--- src/common/usmr_consts.vh ---
/*
  Constants of the synchronous master receive serial block: register
  offsets, field positions, reset values and baud prescale counts.
  Assumes it is included by bare name from the rtl files.
*/
//
// Notes on behaviour
// - Block offers asynchronous, synchronous master and synchronous slave modes; here asynchronous mode leaves the receive engine idle.
// - Clock source bit picks master (own clock) or slave in synchronous mode.
// - Transmit enable bit enables sending; a receive enable overrides it when synchronous.
// - Mode select bit picks synchronous at one, asynchronous at zero.
// - High speed bit picks baud range in asynchronous mode only.
// - Shifter empty status reads one while transmit shifter empty, one after reset.
// - Lowest transmit control bit holds the ninth transmit bit.
// - Setting single or continuous receive enable starts synchronous reception.
// - Master reception samples the data line at each falling serial clock edge.
// - Single enable takes one word; continuous runs until cleared and wins.
// - Finished word moves to buffer if room, then receive complete flag sets.
// - Receive interrupt enable gates the flag onto the interrupt request.
// - Receive complete flag is read-only and clears when buffer is empty.
// - Receive buffer is a two-entry FIFO; two reads empty it.
// - Word finishing with full buffer sets overrun and is dropped.
// - Overrun blocks transfers; clearing continuous enable clears overrun.
// - Ninth bit is buffered per word; read status before data.
`ifndef USMR_CONSTS_VH
`define USMR_CONSTS_VH

// ==========================================================================
// Register offsets
`define USMR_A_INTCTL   8'h0b
`define USMR_A_IRQFLG   8'h0c
`define USMR_A_RXSTAT   8'h18
`define USMR_A_RXDATA   8'h1a
`define USMR_A_IRQEN    8'h8c
`define USMR_A_TXSTAT   8'h98
`define USMR_A_BAUD     8'h99

// ==========================================================================
// Field positions
`define USMR_B_GLOB_IE     7
`define USMR_B_PERIPH_IE   6
`define USMR_B_RX_DONE     5
`define USMR_B_RX_DONE_IE  5
`define USMR_B_PORT_EN     7
`define USMR_B_RX_NINE     6
`define USMR_B_RX_SINGLE   5
`define USMR_B_RX_CONT     4
`define USMR_B_CLK_SRC     7
`define USMR_B_TX_NINE     6
`define USMR_B_TX_EN       5
`define USMR_B_SYNC        4
`define USMR_B_HIGH_SPEED  2
`define USMR_B_TX_NINTH    0

// ==========================================================================
// Reset values
`define USMR_RST_BYTE   8'h00
`define USMR_RST_TRANSMIT_STATUS_CONTROL  8'h02

// ==========================================================================
// Baud prescale in clock cycles per divisor step
`define USMR_PRE_SYNC   8'h04
`define USMR_PRE_ALOW   8'h40
`define USMR_PRE_AHIGH  8'h10

`endif

--- src/rtl/usmr_top.v ---
/*
  Serial port block: register file, synchronous master and slave receive
  engine with two-entry buffer, overrun handling and interrupt request.
  Assumes a one-cycle register port master on clk_sys and an external
  serial peripheral on the clock and data pins, which are asynchronous.
*/
// Added by the designer: strobed register access.
`timescale 1ns/1ps
`include "usmr_consts.vh"
module usmr_top
(
  // Clock and reset
  input  wire       clk_sys,
  input  wire       rst_n,
  // Register port
  input  wire [7:0] reg_addr,
  input  wire [7:0] reg_wdata,
  input  wire       reg_wr,
  input  wire       reg_rd,
  output reg  [7:0] reg_rdata_r,
  // Serial clock pin
  input  wire       sck_i,
  output reg        sck_o_r,
  output reg        sck_oe_r,
  // Serial data pin
  input  wire       dat_i,
  output reg        dat_o_r,
  output reg        dat_oe_r,
  // Status to the rest of the chip
  output reg        irq_r,
  output reg        tx_enable_r
);
  // ========================================================================
  // Reset release
  reg        rst_m_r;
  reg        rst_s_r;
  wire       rst_l_n;

  always @(posedge clk_sys or negedge rst_n)
    if (!rst_n)
    begin
      rst_m_r <= 1'b0;
      rst_s_r <= 1'b0;
    end
    else
    begin
      rst_m_r <= 1'b1;
      rst_s_r <= rst_m_r;
    end

  assign rst_l_n = rst_s_r;

  // ========================================================================
  // Pin synchronisers
  reg        sck_m_r;
  reg        sck_s_r;
  reg        sck_d_r;
  reg        dat_m_r;
  reg        dat_s_r;

  always @(posedge clk_sys or negedge rst_l_n)
    if (!rst_l_n)
    begin
      sck_m_r <= 1'b0;
      sck_s_r <= 1'b0;
      sck_d_r <= 1'b0;
      dat_m_r <= 1'b0;
      dat_s_r <= 1'b0;
    end
    else
    begin
      sck_m_r <= sck_i;
      sck_s_r <= sck_m_r;
      sck_d_r <= sck_s_r;
      dat_m_r <= dat_i;
      dat_s_r <= dat_m_r;
    end

  // ========================================================================
  // Register state
  reg  [7:0] intctl_r;
  reg  [7:0] irqflg_r;
  reg  [7:0] irqen_r;
  reg  [7:0] baud_r;
  reg        serial_port_enable_r;
  reg        rx9_r;
  reg        single_receive_enable_r;
  reg        continuous_receive_enable_r;
  reg        overrun_error_bit_r;
  reg        clock_source_select_r;
  reg        tx9_r;
  reg        transmit_enable_bit_r;
  reg        sync_r;
  reg        high_speed_select_r;
  reg        transmit_ninth_bit_r;

  // Receive engine state
  reg  [8:0] shreg_r;
  reg  [3:0] bitcnt_r;
  reg        sck_r;

  wire       wr_rx;
  wire       pop;
  wire       rx_en;
  wire       m_run;
  wire       s_run;
  wire       tick;
  wire       samp;
  wire       done;
  wire [3:0] last_bit;
  wire [8:0] shift_nxt;
  wire [8:0] word;
  wire       push;
  wire [8:0] head;
  wire       empty;
  wire       full;
  wire [7:0] prescale;
  reg  [7:0] rd_val;

  assign wr_rx = reg_wr && (reg_addr == `USMR_A_RXSTAT);
  assign pop   = reg_rd && (reg_addr == `USMR_A_RXDATA);

  // ========================================================================
  // Receive control
  assign rx_en    = single_receive_enable_r | continuous_receive_enable_r;
  assign m_run    = serial_port_enable_r & sync_r & clock_source_select_r & rx_en;
  assign s_run    = serial_port_enable_r & sync_r & ~clock_source_select_r & rx_en;
  // Async receive framing lives elsewhere; here async leaves the engine idle
  assign prescale = sync_r ? `USMR_PRE_SYNC :
                    (high_speed_select_r ? `USMR_PRE_AHIGH : `USMR_PRE_ALOW);
  // Sample when the driven clock falls, or on a synced external falling edge
  assign samp      = (m_run & tick & sck_r) | (s_run & sck_d_r & ~sck_s_r);
  assign last_bit  = rx9_r ? 4'h8 : 4'h7;
  assign done      = samp && (bitcnt_r == last_bit);
  assign shift_nxt = {dat_s_r, shreg_r[8:1]};
  // Eight-bit words sit in the upper bits after eight LSB-first shifts
  assign word      = rx9_r ? shift_nxt : {1'b0, shift_nxt[8:1]};
  assign push      = done & ~full & ~overrun_error_bit_r;

  usmr_baud u_baud
  (
    .clk_sys  (clk_sys),
    .rst_n    (rst_l_n),
    .run      (m_run),
    .divisor  (baud_r),
    .prescale (prescale),
    .tick_r   (tick)
  );

  usmr_fifo u_fifo
  (
    .clk_sys (clk_sys),
    .rst_n   (rst_l_n),
    .push    (push),
    .wdat    (word),
    .pop     (pop),
    .head    (head),
    .empty   (empty),
    .full    (full)
  );

  // ========================================================================
  // Shift engine
  always @(posedge clk_sys or negedge rst_l_n)
    if (!rst_l_n)
    begin
      shreg_r  <= 9'h000;
      bitcnt_r <= 4'h0;
      sck_r    <= 1'b0;
    end
    else if (!(m_run | s_run))
    begin
      // Dropping the enable aborts a partial word
      bitcnt_r <= 4'h0;
      sck_r    <= 1'b0;
    end
    else
    begin
      if (m_run && tick)
        sck_r <= ~sck_r;
      if (samp)
      begin
        shreg_r  <= shift_nxt;
        bitcnt_r <= done ? 4'h0 : bitcnt_r + 4'h1;
      end
    end

  // ========================================================================
  // Receive status and control
  always @(posedge clk_sys or negedge rst_l_n)
    if (!rst_l_n)
    begin
      serial_port_enable_r <= 1'b0;
      rx9_r  <= 1'b0;
      single_receive_enable_r <= 1'b0;
      continuous_receive_enable_r <= 1'b0;
      overrun_error_bit_r <= 1'b0;
    end
    else
    begin
      if (wr_rx)
      begin
        serial_port_enable_r <= reg_wdata[`USMR_B_PORT_EN];
        rx9_r  <= reg_wdata[`USMR_B_RX_NINE];
        continuous_receive_enable_r <= reg_wdata[`USMR_B_RX_CONT];
      end
      // Single enable drops itself after one word unless continuous governs
      if (wr_rx)
        single_receive_enable_r <= reg_wdata[`USMR_B_RX_SINGLE];
      else if (done && !continuous_receive_enable_r)
        single_receive_enable_r <= 1'b0;
      // Set wins; clearing continuous enable is the only software clear
      if (done && full)
        overrun_error_bit_r <= 1'b1;
      else if (wr_rx && !reg_wdata[`USMR_B_RX_CONT])
        overrun_error_bit_r <= 1'b0;
    end

  // ========================================================================
  // Other registers
  always @(posedge clk_sys or negedge rst_l_n)
    if (!rst_l_n)
    begin
      intctl_r <= `USMR_RST_BYTE;
      irqflg_r <= `USMR_RST_BYTE;
      irqen_r  <= `USMR_RST_BYTE;
      baud_r   <= `USMR_RST_BYTE;
      clock_source_select_r   <= 1'b0;
      tx9_r    <= 1'b0;
      transmit_enable_bit_r   <= 1'b0;
      sync_r   <= 1'b0;
      high_speed_select_r   <= 1'b0;
      transmit_ninth_bit_r   <= 1'b0;
    end
    else if (reg_wr)
    begin
      case (reg_addr)
        `USMR_A_INTCTL: intctl_r <= reg_wdata;
        `USMR_A_IRQFLG: irqflg_r <= reg_wdata;
        `USMR_A_IRQEN:  irqen_r  <= reg_wdata;
        `USMR_A_BAUD:   baud_r   <= reg_wdata;
        `USMR_A_TXSTAT:
        begin
          clock_source_select_r <= reg_wdata[`USMR_B_CLK_SRC];
          tx9_r  <= reg_wdata[`USMR_B_TX_NINE];
          transmit_enable_bit_r <= reg_wdata[`USMR_B_TX_EN];
          sync_r <= reg_wdata[`USMR_B_SYNC];
          high_speed_select_r <= reg_wdata[`USMR_B_HIGH_SPEED];
          transmit_ninth_bit_r <= reg_wdata[`USMR_B_TX_NINTH];
        end
        default:
        begin
          intctl_r <= intctl_r;
        end
      endcase
    end

  // ========================================================================
  // Read mux
  always @*
  begin
    rd_val = 8'h00;
    case (reg_addr)
      `USMR_A_INTCTL: rd_val = intctl_r;
      // Receive complete is the buffer's own state, never a stored bit
      `USMR_A_IRQFLG: rd_val = {irqflg_r[7:6], ~empty, irqflg_r[4:0]};
      `USMR_A_IRQEN:  rd_val = irqen_r;
      `USMR_A_BAUD:   rd_val = baud_r;
      // Ninth bit shows the head entry, so read this before the data
      `USMR_A_RXSTAT: rd_val = {serial_port_enable_r, rx9_r, single_receive_enable_r, continuous_receive_enable_r, 1'b0, 1'b0, overrun_error_bit_r,
                                head[8] & ~empty};
      `USMR_A_RXDATA: rd_val = empty ? 8'h00 : head[7:0];
      // No transmitter is built, so the shifter always reads empty
      `USMR_A_TXSTAT: rd_val = {clock_source_select_r, tx9_r, transmit_enable_bit_r, sync_r, 1'b0, high_speed_select_r, 1'b1,
                                transmit_ninth_bit_r};
      default:        rd_val = 8'h00;
    endcase
  end

  // ========================================================================
  // Registered outputs
  always @(posedge clk_sys or negedge rst_l_n)
    if (!rst_l_n)
    begin
      reg_rdata_r <= 8'h00;
      sck_o_r     <= 1'b0;
      sck_oe_r    <= 1'b0;
      dat_o_r     <= 1'b0;
      dat_oe_r    <= 1'b0;
      irq_r       <= 1'b0;
      tx_enable_r <= 1'b0;
    end
    else
    begin
      reg_rdata_r <= reg_rd ? rd_val : 8'h00;
      sck_o_r     <= sck_r;
      sck_oe_r    <= serial_port_enable_r & sync_r & clock_source_select_r;
      // Receive only: the data pin is never driven here
      dat_o_r     <= 1'b0;
      dat_oe_r    <= 1'b0;
      irq_r       <= ~empty & irqen_r[`USMR_B_RX_DONE_IE] & intctl_r[`USMR_B_PERIPH_IE]
                     & intctl_r[`USMR_B_GLOB_IE];
      tx_enable_r <= transmit_enable_bit_r & ~(sync_r & rx_en);
    end
endmodule

--- src/rtl/usmr_fifo.v ---
/*
  Two-entry receive buffer holding nine-bit words (data plus ninth bit).
  Assumes push and pop come from logic on the same clock.
*/
`timescale 1ns/1ps
module usmr_fifo
(
  // Clock and reset
  input  wire       clk_sys,
  input  wire       rst_n,
  // Fill side
  input  wire       push,
  input  wire [8:0] wdat,
  // Drain side
  input  wire       pop,
  output wire [8:0] head,
  output wire       empty,
  output wire       full
);
  reg  [8:0] mem_r [0:1];
  reg        wp_r;
  reg        rp_r;
  reg  [1:0] cnt_r;
  wire       do_push;
  wire       do_pop;
  genvar     i;

  assign empty   = (cnt_r == 2'h0);
  assign full    = (cnt_r == 2'h2);
  assign head    = mem_r[rp_r];
  assign do_pop  = pop & ~empty;
  assign do_push = push & ~full;

  generate
    for (i = 0; i < 2; i = i + 1)
    begin : g_ent
      always @(posedge clk_sys or negedge rst_n)
        if (!rst_n)
          mem_r[i] <= 9'h000;
        else if (do_push && wp_r == i)
          mem_r[i] <= wdat;
    end
  endgenerate

  always @(posedge clk_sys or negedge rst_n)
    if (!rst_n)
    begin
      wp_r  <= 1'b0;
      rp_r  <= 1'b0;
      cnt_r <= 2'h0;
    end
    else
    begin
      if (do_push)
        wp_r <= ~wp_r;
      if (do_pop)
        rp_r <= ~rp_r;
      cnt_r <= cnt_r + {1'b0, do_push} - {1'b0, do_pop};
    end
endmodule

--- src/rtl/usmr_baud.v ---
/*
  Baud generator: one-cycle tick every (divisor + 1) * prescale clocks.
  Assumes divisor and prescale are steady while run is high.
*/
`timescale 1ns/1ps
module usmr_baud
(
  // Clock and reset
  input  wire       clk_sys,
  input  wire       rst_n,
  // Control
  input  wire       run,
  input  wire [7:0] divisor,
  input  wire [7:0] prescale,
  // Tick
  output reg        tick_r
);
  reg  [7:0] pre_r;
  reg  [7:0] div_r;
  wire       pre_end;

  assign pre_end = (pre_r == prescale - 8'h01);

  always @(posedge clk_sys or negedge rst_n)
    if (!rst_n)
    begin
      pre_r  <= 8'h00;
      div_r  <= 8'h00;
      tick_r <= 1'b0;
    end
    else if (!run)
    begin
      // Restart from zero so each receive starts a full period out
      pre_r  <= 8'h00;
      div_r  <= 8'h00;
      tick_r <= 1'b0;
    end
    else
    begin
      pre_r  <= pre_end ? 8'h00 : pre_r + 8'h01;
      tick_r <= pre_end && (div_r == divisor);
      if (pre_end)
        div_r <= (div_r == divisor) ? 8'h00 : div_r + 8'h01;
    end
endmodule

--- config.mk ---
export PLATFORM = sky130hd
export DESIGN_NAME = usmr_top
export DESIGN_NICKNAME = d
export VERILOG_FILES = /design/src/rtl/usmr_top.v /design/src/rtl/usmr_fifo.v /design/src/rtl/usmr_baud.v
export VERILOG_INCLUDE_DIRS = /design/src /design/src/common
export SDC_FILE = /design/constraint.sdc
export NUM_CORES = 1
export LEC_CHECK = 0
export ABC_AREA = 1
export BUFFER_PORTS_ARGS = -buffer_cell sky130_fd_sc_hd__buf_4
export CORE_ASPECT_RATIO = 1.1
export CORE_UTILIZATION = 50
export DETAILED_ROUTE_END_ITERATION = 12
export PLACE_DENSITY = 0.68
export SLEW_MARGIN = 10
export SYNTH_ARGS = -nofsm -noshare
export SYNTH_HDL_FRONTEND = slang
export SYNTH_SLANG_ARGS = --single-unit
--- constraint.sdc ---
create_clock -name clk_sys -period 4.58 [get_ports clk_sys]
set_input_delay 0.458 -clock clk_sys [delete_from_list [all_inputs] [get_ports clk_sys]]
set_output_delay 0.458 -clock clk_sys [all_outputs]
set_load 0.03 [all_outputs]
# == After elaboration in Yosys (flattened, before gate mapping) ==
# Cells that the tools add are included.
# word_totals
reg_bits,115
latchBits,0
ram_bits,0
romBits,0
input_bits,22
elab_cells,137
n_memories,0
# classes
n_addsub,6
multipliers,0
div,0
n_lt_le_gt_ge,1
eq_ne,14
shifts,0
muxes,25
bitwise,32
n_reduce_logical,21
# op_table
operator,n
8-bit 2-to-1 mux,7
8-bit case mux with 7 select lines,1
9-bit 2-to-1 mux,4
"8-bit == test, second input constant",3
1-bit bitwise AND,19
"8-bit by 1-bit adder with 8-bit output, second input constant",2
"8-bit by 4-bit == test with 1-bit output, second input constant",2
"8-bit by 5-bit == test with 1-bit output, second input constant",2
8-bit == test,2
4-bit 2-to-1 mux,4
7-bit 2-to-1 mux,2
2-bit AND reduction,6
1-bit logical AND,10
1-bit NOT,9
"7-bit by 1-bit subtractor with 8-bit output, second input constant",1
1-bit 2-to-1 mux,7
"4-bit by 1-bit adder with 4-bit output, second input constant",1
4-bit == test,1
"2-bit by 1-bit != test with 1-bit output, second input constant",2
2-bit nonzero test,2
1-bit bitwise OR,3
2-bit by 1-bit adder with 2-bit output,1
"2-bit == test, second input constant",1
"2-bit >= comparator, second input constant",1
other kinds (5),6

# == Logic depth before layout (Yosys ltp) ==
# Gate-level depths: netlist of run 1.
# logic_depth
depth_word,12
mapped_depth,11

# == Hierarchy ==
# From an unflattened synthesis of run 1, not the netlist that was laid out.
# unflattened
cells_unflattened,783
hier_area_um2,6218.5
# by_module_without_submodules
module,instances,cells_per_inst,area_each_um2,seq_area_each_um2
usmr_top,1,437,3688.5,1851.8
usmr_baud,1,208,1415.1,425.4
usmr_fifo,1,138,1114.8,550.5

# == Worst setup path after synthesis of run 1 ==
# Ideal clock, no wire load.
# synth_path
kind,in2reg
from,in reg_addr[6]
to,reg u_fifo.cnt_r[1]
arrival_time_ns,1.823
path_slack_ns,2.677
path_stages,10
n_path_buf,0
cell_sequence,nor2_1 nand3_1 nor2_4 nand2_1 nor2_2 ha_1 inv_1 ha_1 xnor2_1 xor2_1
# synth_between
elab_chain_len,4
# synth_lines
element,line,text
from (decl),usmr_top.v:16,"input wire [7:0] reg_addr,"
8-bit by 5-bit == test with 1-bit output,-,
1-bit logical AND,usmr_top.v:121,assign pop = reg_rd && (reg_addr == `USMR_A_RXDATA);
1-bit bitwise AND,usmr_fifo.v:31,assign do_pop = pop & ~empty;
named net u_fifo.do_pop,usmr_fifo.v:25,wire do_pop;
2-bit by 1-bit subtractor with 2-bit output,usmr_fifo.v:58,"cnt_r <= cnt_r + {1'b0, do_push} - {1'b0, do_pop};"
to (signal assigned),usmr_fifo.v:58,
to (decl),usmr_fifo.v:23,reg [1:0] cnt_r;
# The timed path passes the listed nets, and every way through them passes these cells.
# A chain may end at the register's enable or synchronous reset.

# == Final worst setup path of run 1 ==
# layout_path
from,reg rx9_r
to,reg u_fifo.cnt_r[1]
# layout_between
elab_chain_len,8
# layout_lines
element,line,text
from (decl),usmr_top.v:86,reg rx9_r;
from (signal assigned),usmr_top.v:204,rx9_r <= reg_wdata[`USMR_B_RX_NINE];
4-bit 2-to-1 mux,usmr_top.v:133,assign last_bit = rx9_r ? 4'h8 : 4'h7;
4-bit == test,usmr_top.v:134,assign done = samp && (bitcnt_r == last_bit);
1-bit logical AND,usmr_top.v:134,
1-bit bitwise AND (2 in series),usmr_top.v:138,assign push = done & ~full & ~overrun_error_bit_r;
1-bit bitwise AND,usmr_fifo.v:32,assign do_push = push & ~full;
2-bit by 1-bit adder with 2-bit output,usmr_fifo.v:58,
2-bit by 1-bit subtractor with 2-bit output,usmr_fifo.v:58,
# No other way between the ends.

==> results of run 1 <==
[routing by layer]
layer  wire length [um]  global-route usage (%)  vias up
met4                231                    8.17        0
met3                570                    5.64       19
met5                  0                       0        -
li1                   -                       -     2259
met2               5850                    37.5      129
met1               6000                    32.2     2170
[per-stage QoR]
| stage | total power, mW | util [%] | hold slack, ps |
|---|---|---|---|
| after global placement | 1.21 | 54.4 | 240 |
| after detailed placement | 1.22 | 54.4 | 242 |
| after floorplan | 1.17 | - | 162 |
| after global routing | 2.49 | 59.4 | 144 |
| after CTS | 2.42 | 59.4 | 146 |
| final | 2.40 | 59.4 | 159 |
[cells in the final DEF, fill, tap and decap left out, drive strengths merged, types with 14 or more instances in the layout]
cell type  instances
xnor2             14
dfrtp            113
buf               35
clkbuf            23
inv               65
nand4             32
o21ai             56
a21oi             23
nor2              70
nand3             42
nand2            216
[sequential cells by signal, indices dropped and copies added, names as in the netlist, 4 cells and up]
name          cells
baud_r            8
bitcnt_r          4
intctl_r          8
irqen_r           8
irqflg_r          7
reg_rdata_r       8
shreg_r           8
u_baud.div_r      8
u_baud.pre_r      8
u_fifo.mem_r     18
[cell type report]
| cell class | count | area, sq um |
|---|---|---|
| clock inverters | 7 | 60.1 |
| clock buffers | 23 | 478 |
| inverters | 69 | 259 |
| multi-input cells | 479 | 2420 |
| fillers | 945 | 4450 |
| flip-flops and latches | 113 | 2830 |
| well taps | 147 | 184 |
| repair buffers | 36 | 273 |
[repair_timing]
item                                   4_1_cts  5_1_grt
endpoints found under the hold margin        2        0
hold buffers                                 1        0
resized for setup                            0        0
[worst max-delay path, stage by stage (launching register included)]
cell and delay, ps:
dfrtp_1 530, inv_1 180, nand2_1 60, nor2_1 90, nor2_1 100, a21oi_2 640, nand2_1 140, inv_1 100
ha_1 160, xnor2_1 140, xor2_1 160
[kinds of logic (layout without fill, tap and decap cells)]
kind of cell             count (synthesis)  count (layout)  share of synthesized area (%)
flip-flops                             113             113                           50.1
AO/OA/AOI/OAI                           90              90                           8.73
adder cells (fa/ha/maj)                  5               5                           1.11
XOR/XNOR                                19              19                           2.95
buffers and inverters                   87             135                           7.00
other                                    2               3                          0.133
AND/OR/NAND/NOR                        362             362                           30.0
[final timing paths]
kind,startpoint,to,slack (ps),depth (start not counted)
max,rx9_r$_DFFE_PN0P_,u_fifo.cnt_r[1]$_DFF_PN0_,2190,10
min,sck_i,sck_m_r$_DFF_PN0_,160,1
max reg2reg,rx9_r$_DFFE_PN0P_,u_fifo.cnt_r[1]$_DFF_PN0_,2190,10
min reg2reg,dat_m_r$_DFF_PN0_,dat_s_r$_DFF_PN0_,350,0
max in group asynchronous,rst_l_n$_DFF_PN0_,high_speed_select_r$_DFFE_PN0P_,3050,1
min in group asynchronous,rst_n,rst_l_n$_DFF_PN0_,370,2
[power by group through the flow]
stage | logic [mW] | clock network, mW | registers [mW]
after detailed placement | 0.128 | 0 | 1.09
final | 0.130 | 1.20 | 1.07
after global placement | 0.125 | 0 | 1.09
after global routing | 0.144 | 1.26 | 1.08
after floorplan | 0.0826 | 0 | 1.08
after CTS | 0.130 | 1.21 | 1.07
==> results.toml, run 1 <==
[layout]
n_antenna_cell = 0
drive_gt1_share_pct = 13.1
instances_no_fill = 874
nNetsFinal = 743
area_growth_pct = 15.3
fin_area_sq_um = 6510

[power_and_ir_drop]
switchingPower_mw = 0.546
leakagePower_nw = 3.26
cellInternalPower_mw = 1.85
p_seq_share_pct = 44.7
netSwitchingFraction_pct = 22.7
clkPwrFrac_pct = 49.8
p_comb_share_pct = 5.4
powerDensity_nw_per_um2 = 369
irDropWorstVdd_v = 0.000192

[sta]
tightest_slew_ps = 948
hold_viol_final = 0
timing.fmax_mhz = 418
drv_slew = 0
fin_ws_ps = 2190
setup_tns_ps = 0
fin_crit_sh_pct = 52.2
setup_viol = 0
grt_setup_unrepaired = "no"
slew_headroom_pct = 36.8
finalClockSkew_ps = 7.49
post-route-min-period_ps = 2390

[setup_path]
crit_type = "reg -> reg"
cp.arrival_ps = 2720
end_kind = "register"
cp_max_fo = 21
start_kind = "register"
cp.required_ps = 4910

[clock_tree]
insertion_delay_ps = 410
cts_sinks = 113
htreeDepth = 4
cts_tree = "yes"
cts_setup_buffers = 0
clk_pin_slew_ps = 50
cts_inserted_buffers = 17
clockBufferDepth = 2
clockRootBuffer = "clkbuf_16"

[die]
core_area_sq_um = 11000
start_util_pct = 51.5
die_area_sq_um = 11700
ios = 36
fp.dieH_um = 113
die_w_um = 103
num_rows = 40

[hold_path]
hold_class = "in -> reg"

[synthesis]
syn_avg_cell_area_sq_um = 8.32
yosys.area.top_type = "dfrtp_1"
synth_most_common_cell = "nand2_1"
synth_edf_count = 0
async_flop_share_pct = 100
synth_area_leaders = "dfrtp_1 (50%), nand2_1 (14%), inv_1 (4.3%)"
netlist_area_sq_um = 5640
synth_common_cells = "nand2_1 (209), dfrtp_1 (113), inv_1 (64)"
ys_warn_count = 0
syn_inst = 678
synth_seq_area_share_pct = 50.1
yosys.area.top_type_share_pct = 50.1
ys_ff_latch = 113
synth_ff_type = "dfrtp_1"
synth.distinct_cells = 32

[place]
dpl-instance-area_sq_um = 5960
gp_congestion = 0.824
port_buffers = 33
dp_cells = 843
dp_hpwl_mm = 8.68
place_ws_ps = 2180

[global_routing]
grt_max_degree = 76
antenna_found_initial = 0
track_usage_pct = 23.8
overflow = 0
grt_pass1_wl_mm = 20.9
first_global_vias = 4296

[routing]
routed_via_density = 5.24
ant_nets = 0
drcViolationCount = 0
wl_mm = 12.7
dr.pass1.iters = 5
drt-initial-drc-count = 255
vias = 4577
wl_per_cell_um = 14.5

[status]
status = "completed"

[job]
maxCapViolations = 0
(Power assumes the default switching activity.)
==> run 2, diff against run 1 <==
- ABC_AREA: 1 -> 0
- PLACE_DENSITY: 0.68 -> 0.7
- clock period: 4.58 -> 2 ns (I/O delays scaled with it)
==> run 2 against run 1 <==
Maximum frequency rose by 28%. Clock-buffer cell count shrank 5. Sequential cell count is the same.
==> results.toml, run 2 <==
[synthesis]
ys_warn_count = 0
yosys.area.top_type_share_pct = 52.5
synth.distinct_cells = 55
synth_area_leaders = "dfrtp_1 (53%), mux2_2 (15%), mux2i_1 (3.9%)"
syn_inst = 461
synth_seq_area_share_pct = 52.5
ys_ff_latch = 113
synth_edf_count = 0
syn_avg_cell_area_sq_um = 11.7
synth_most_common_cell = "dfrtp_1"
async_flop_share_pct = 100
yosys.area.top_type = "dfrtp_1"
netlist_area_sq_um = 5380
synth_ff_type = "dfrtp_1"
synth_common_cells = "dfrtp_1 (113), mux2_2 (70), nand2_1 (31), nor2_1 (31), mux2i_1 (21)"

[place]
dp_hpwl_mm = 8.82
gp_congestion = 0.951
port_buffers = 33
place_ws_ps = 85.6

[die]
start_util_pct = 51.5
fp.dieH_um = 111
num_rows = 39
core_area_sq_um = 10400
die_w_um = 101
ios = 36
die_area_sq_um = 11200

[setup_path]
crit_chain = "nor4b_2 -> a22o_2 -> nand2_4 -> nor4_4 -> buf_4 -> mux2_2"
r2r_end = "u_fifo.mem_r[14]$_DFFE_PN0P_"
slowest_stage = "dfrtp_1"
critical_path_buf_inv_count = 1
crit_type = "reg -> reg"
reg2reg_depth = 6
cp_max_fo = 9
start_kind = "register"
crit_family = "simple AND/OR/NAND/NOR gates"
r2r_slack_ps = 140
cp.arrival_ps = 2160
path_depth = 6
rr_startpoint = "bitcnt_r[0]$_DFFE_PN0P_"
end_kind = "register"
cp.required_ps = 2300
cpPeakStageDelay_ps = 430

[routing]
dr.pass1.iters = 4
ant_nets = 0
wl_mm = 12.4
drt-initial-drc-count = 200
wl_per_cell_um = 18.1
drcViolationCount = 0
vias = 3840
routed_via_density = 5.59

[sta]
tightest_slew_ps = 576
grt_setup_unrepaired = "no"
setup_tns_ps = 0
post-route-min-period_ps = 1860
setup_viol = 0
finalClockSkew_ps = 10.0
fin_hold_ws_ps = 50.7
timing.fmax_mhz = 537
slew_headroom_pct = 61.6
drv_slew = 0
hold_viol_final = 0
fin_ws_ps = 138
fin_crit_sh_pct = 93.1

[power_and_ir_drop]
powerDensity_nw_per_um2 = 882
irDropWorstVdd_v = 0.000689
cellInternalPower_mw = 4.55
power_mw = 5.85
leakagePower_nw = 3.14
switchingPower_mw = 1.29
p_seq_share_pct = 41.1
clkPwrFrac_pct = 53.9
p_comb_share_pct = 5.0
netSwitchingFraction_pct = 22.1

[global_routing]
track_usage_pct = 24.9
grt_pass1_wl_mm = 20.7
overflow = 0
grt_max_degree = 45
antenna_found_initial = 0
first_global_vias = 4107

[clock_tree]
clockBufferDepth = 2
cts_sinks = 113
cts_inserted_buffers = 17
cts_tree = "yes"
clockRootBuffer = "clkbuf_16"
clk_pin_slew_ps = 60
insertion_delay_ps = 420
htreeDepth = 4

[layout]
layout_commonest_cell = "dfrtp_1"
regMostFlops = "u_fifo.mem_r"
seqCellArea_sq_um = 2830
largest_register_ff_count = 18
drive_gt1_share_pct = 33.3
multi_input_comb_area_sq_um = 2440
n_antenna_cell = 0
nNetsFinal = 558
fillCellCount = 834
area_growth_pct = 23.2
final_cell_mix = "dfrtp_1 (111), mux2_2 (70), buf_4 (64)"
final_util_pct = 63.5

[hold_path]
hold_depth = 2
min_to = "intctl_r[0]$_DFFE_PN0P_"
hp-start = "reg_wdata[0]"
hold_class = "in -> reg"

[job]
maxCapViolations = 0

[status]
status = "completed"
run 2: metal layers:
layer | track usage, % | routed length [um]
met3 | 7.00 | 404
met4 | 11.4 | 334
met2 | 39.5 | 6150
met1 | 31.6 | 5540
met5 | 0 | 0
run 2: per-stage QoR:
stage	cell area (sq um)	instances
floorplan	5390	462
global placement	5960	650
detailed placement	5960	650
CTS	6610	685
global route	6630	687
finish	6630	687
run 2: how the worst max path moves through the flow:
| stage | slack (ps) | from | end |
|---|---|---|---|
| after floorplan | 80 | reg_addr[7] | u_fifo.cnt_r[1]$_DFF_PN0_ |
| after global placement | 130 | reg_addr[2] | intctl_r[4]$_DFFE_PN0P_ |
| after detailed placement | 90 | u_baud.pre_r[0]$_DFF_PN0_ | u_baud.div_r[2]$_DFFE_PN0P_ |
| after CTS | 60 | u_baud.pre_r[0]$_DFF_PN0_ | u_baud.div_r[2]$_DFFE_PN0P_ |
| after global routing | 5 | clock_source_select_r$_DFFE_PN0P_ | u_fifo.mem_r[14]$_DFFE_PN0P_ |
| final | 140 | bitcnt_r[0]$_DFFE_PN0P_ | u_fifo.mem_r[14]$_DFFE_PN0P_ |
run 2: cell type report:
type | instances | area share [%]
clock buffers | 18 | 6.47
inverters | 7 | 0.396
flip-flops and latches | 113 | 42.7
repair buffers | 68 | 8.00
multi-input cells | 324 | 36.8
clock inverters | 14 | 2.87
well taps | 143 | 2.70
run 2: power by group through the flow:
stage | Combinational, mW | Sequential [mW] | Clock [mW]
2_1_floorplan | 0.148 | 2.44 | 0
3_3_place_gp | 0.277 | 2.44 | 0
3_5_place_dp | 0.286 | 2.44 | 0
4_1_cts | 0.293 | 2.40 | 3.20
5_1_grt | 0.319 | 2.41 | 3.30
6_report | 0.291 | 2.40 | 3.15
run 2: logic make-up (layout without fill, tap and decap cells):
group	after synthesis	after routing	share of synthesized area, %
AOI/OAI and AO/OA	69	69	8.07
DFF	113	113	52.5
buffers and inverters	25	107	2.16
muxes	91	91	18.5
adders and majority gates	5	5	1.16
other	2	3	0.140
xor gates and xnor gates	20	20	3.25
and+or+nand+nor	136	136	14.1
run 2: what timing repair did:
item                       in CTS  in global routing
resized for setup               0                  2
buffers inserted                0                  2
setup endpoints to repair       0                 24
hold endpoints to repair        4                  0
hold buffers                    3                  0
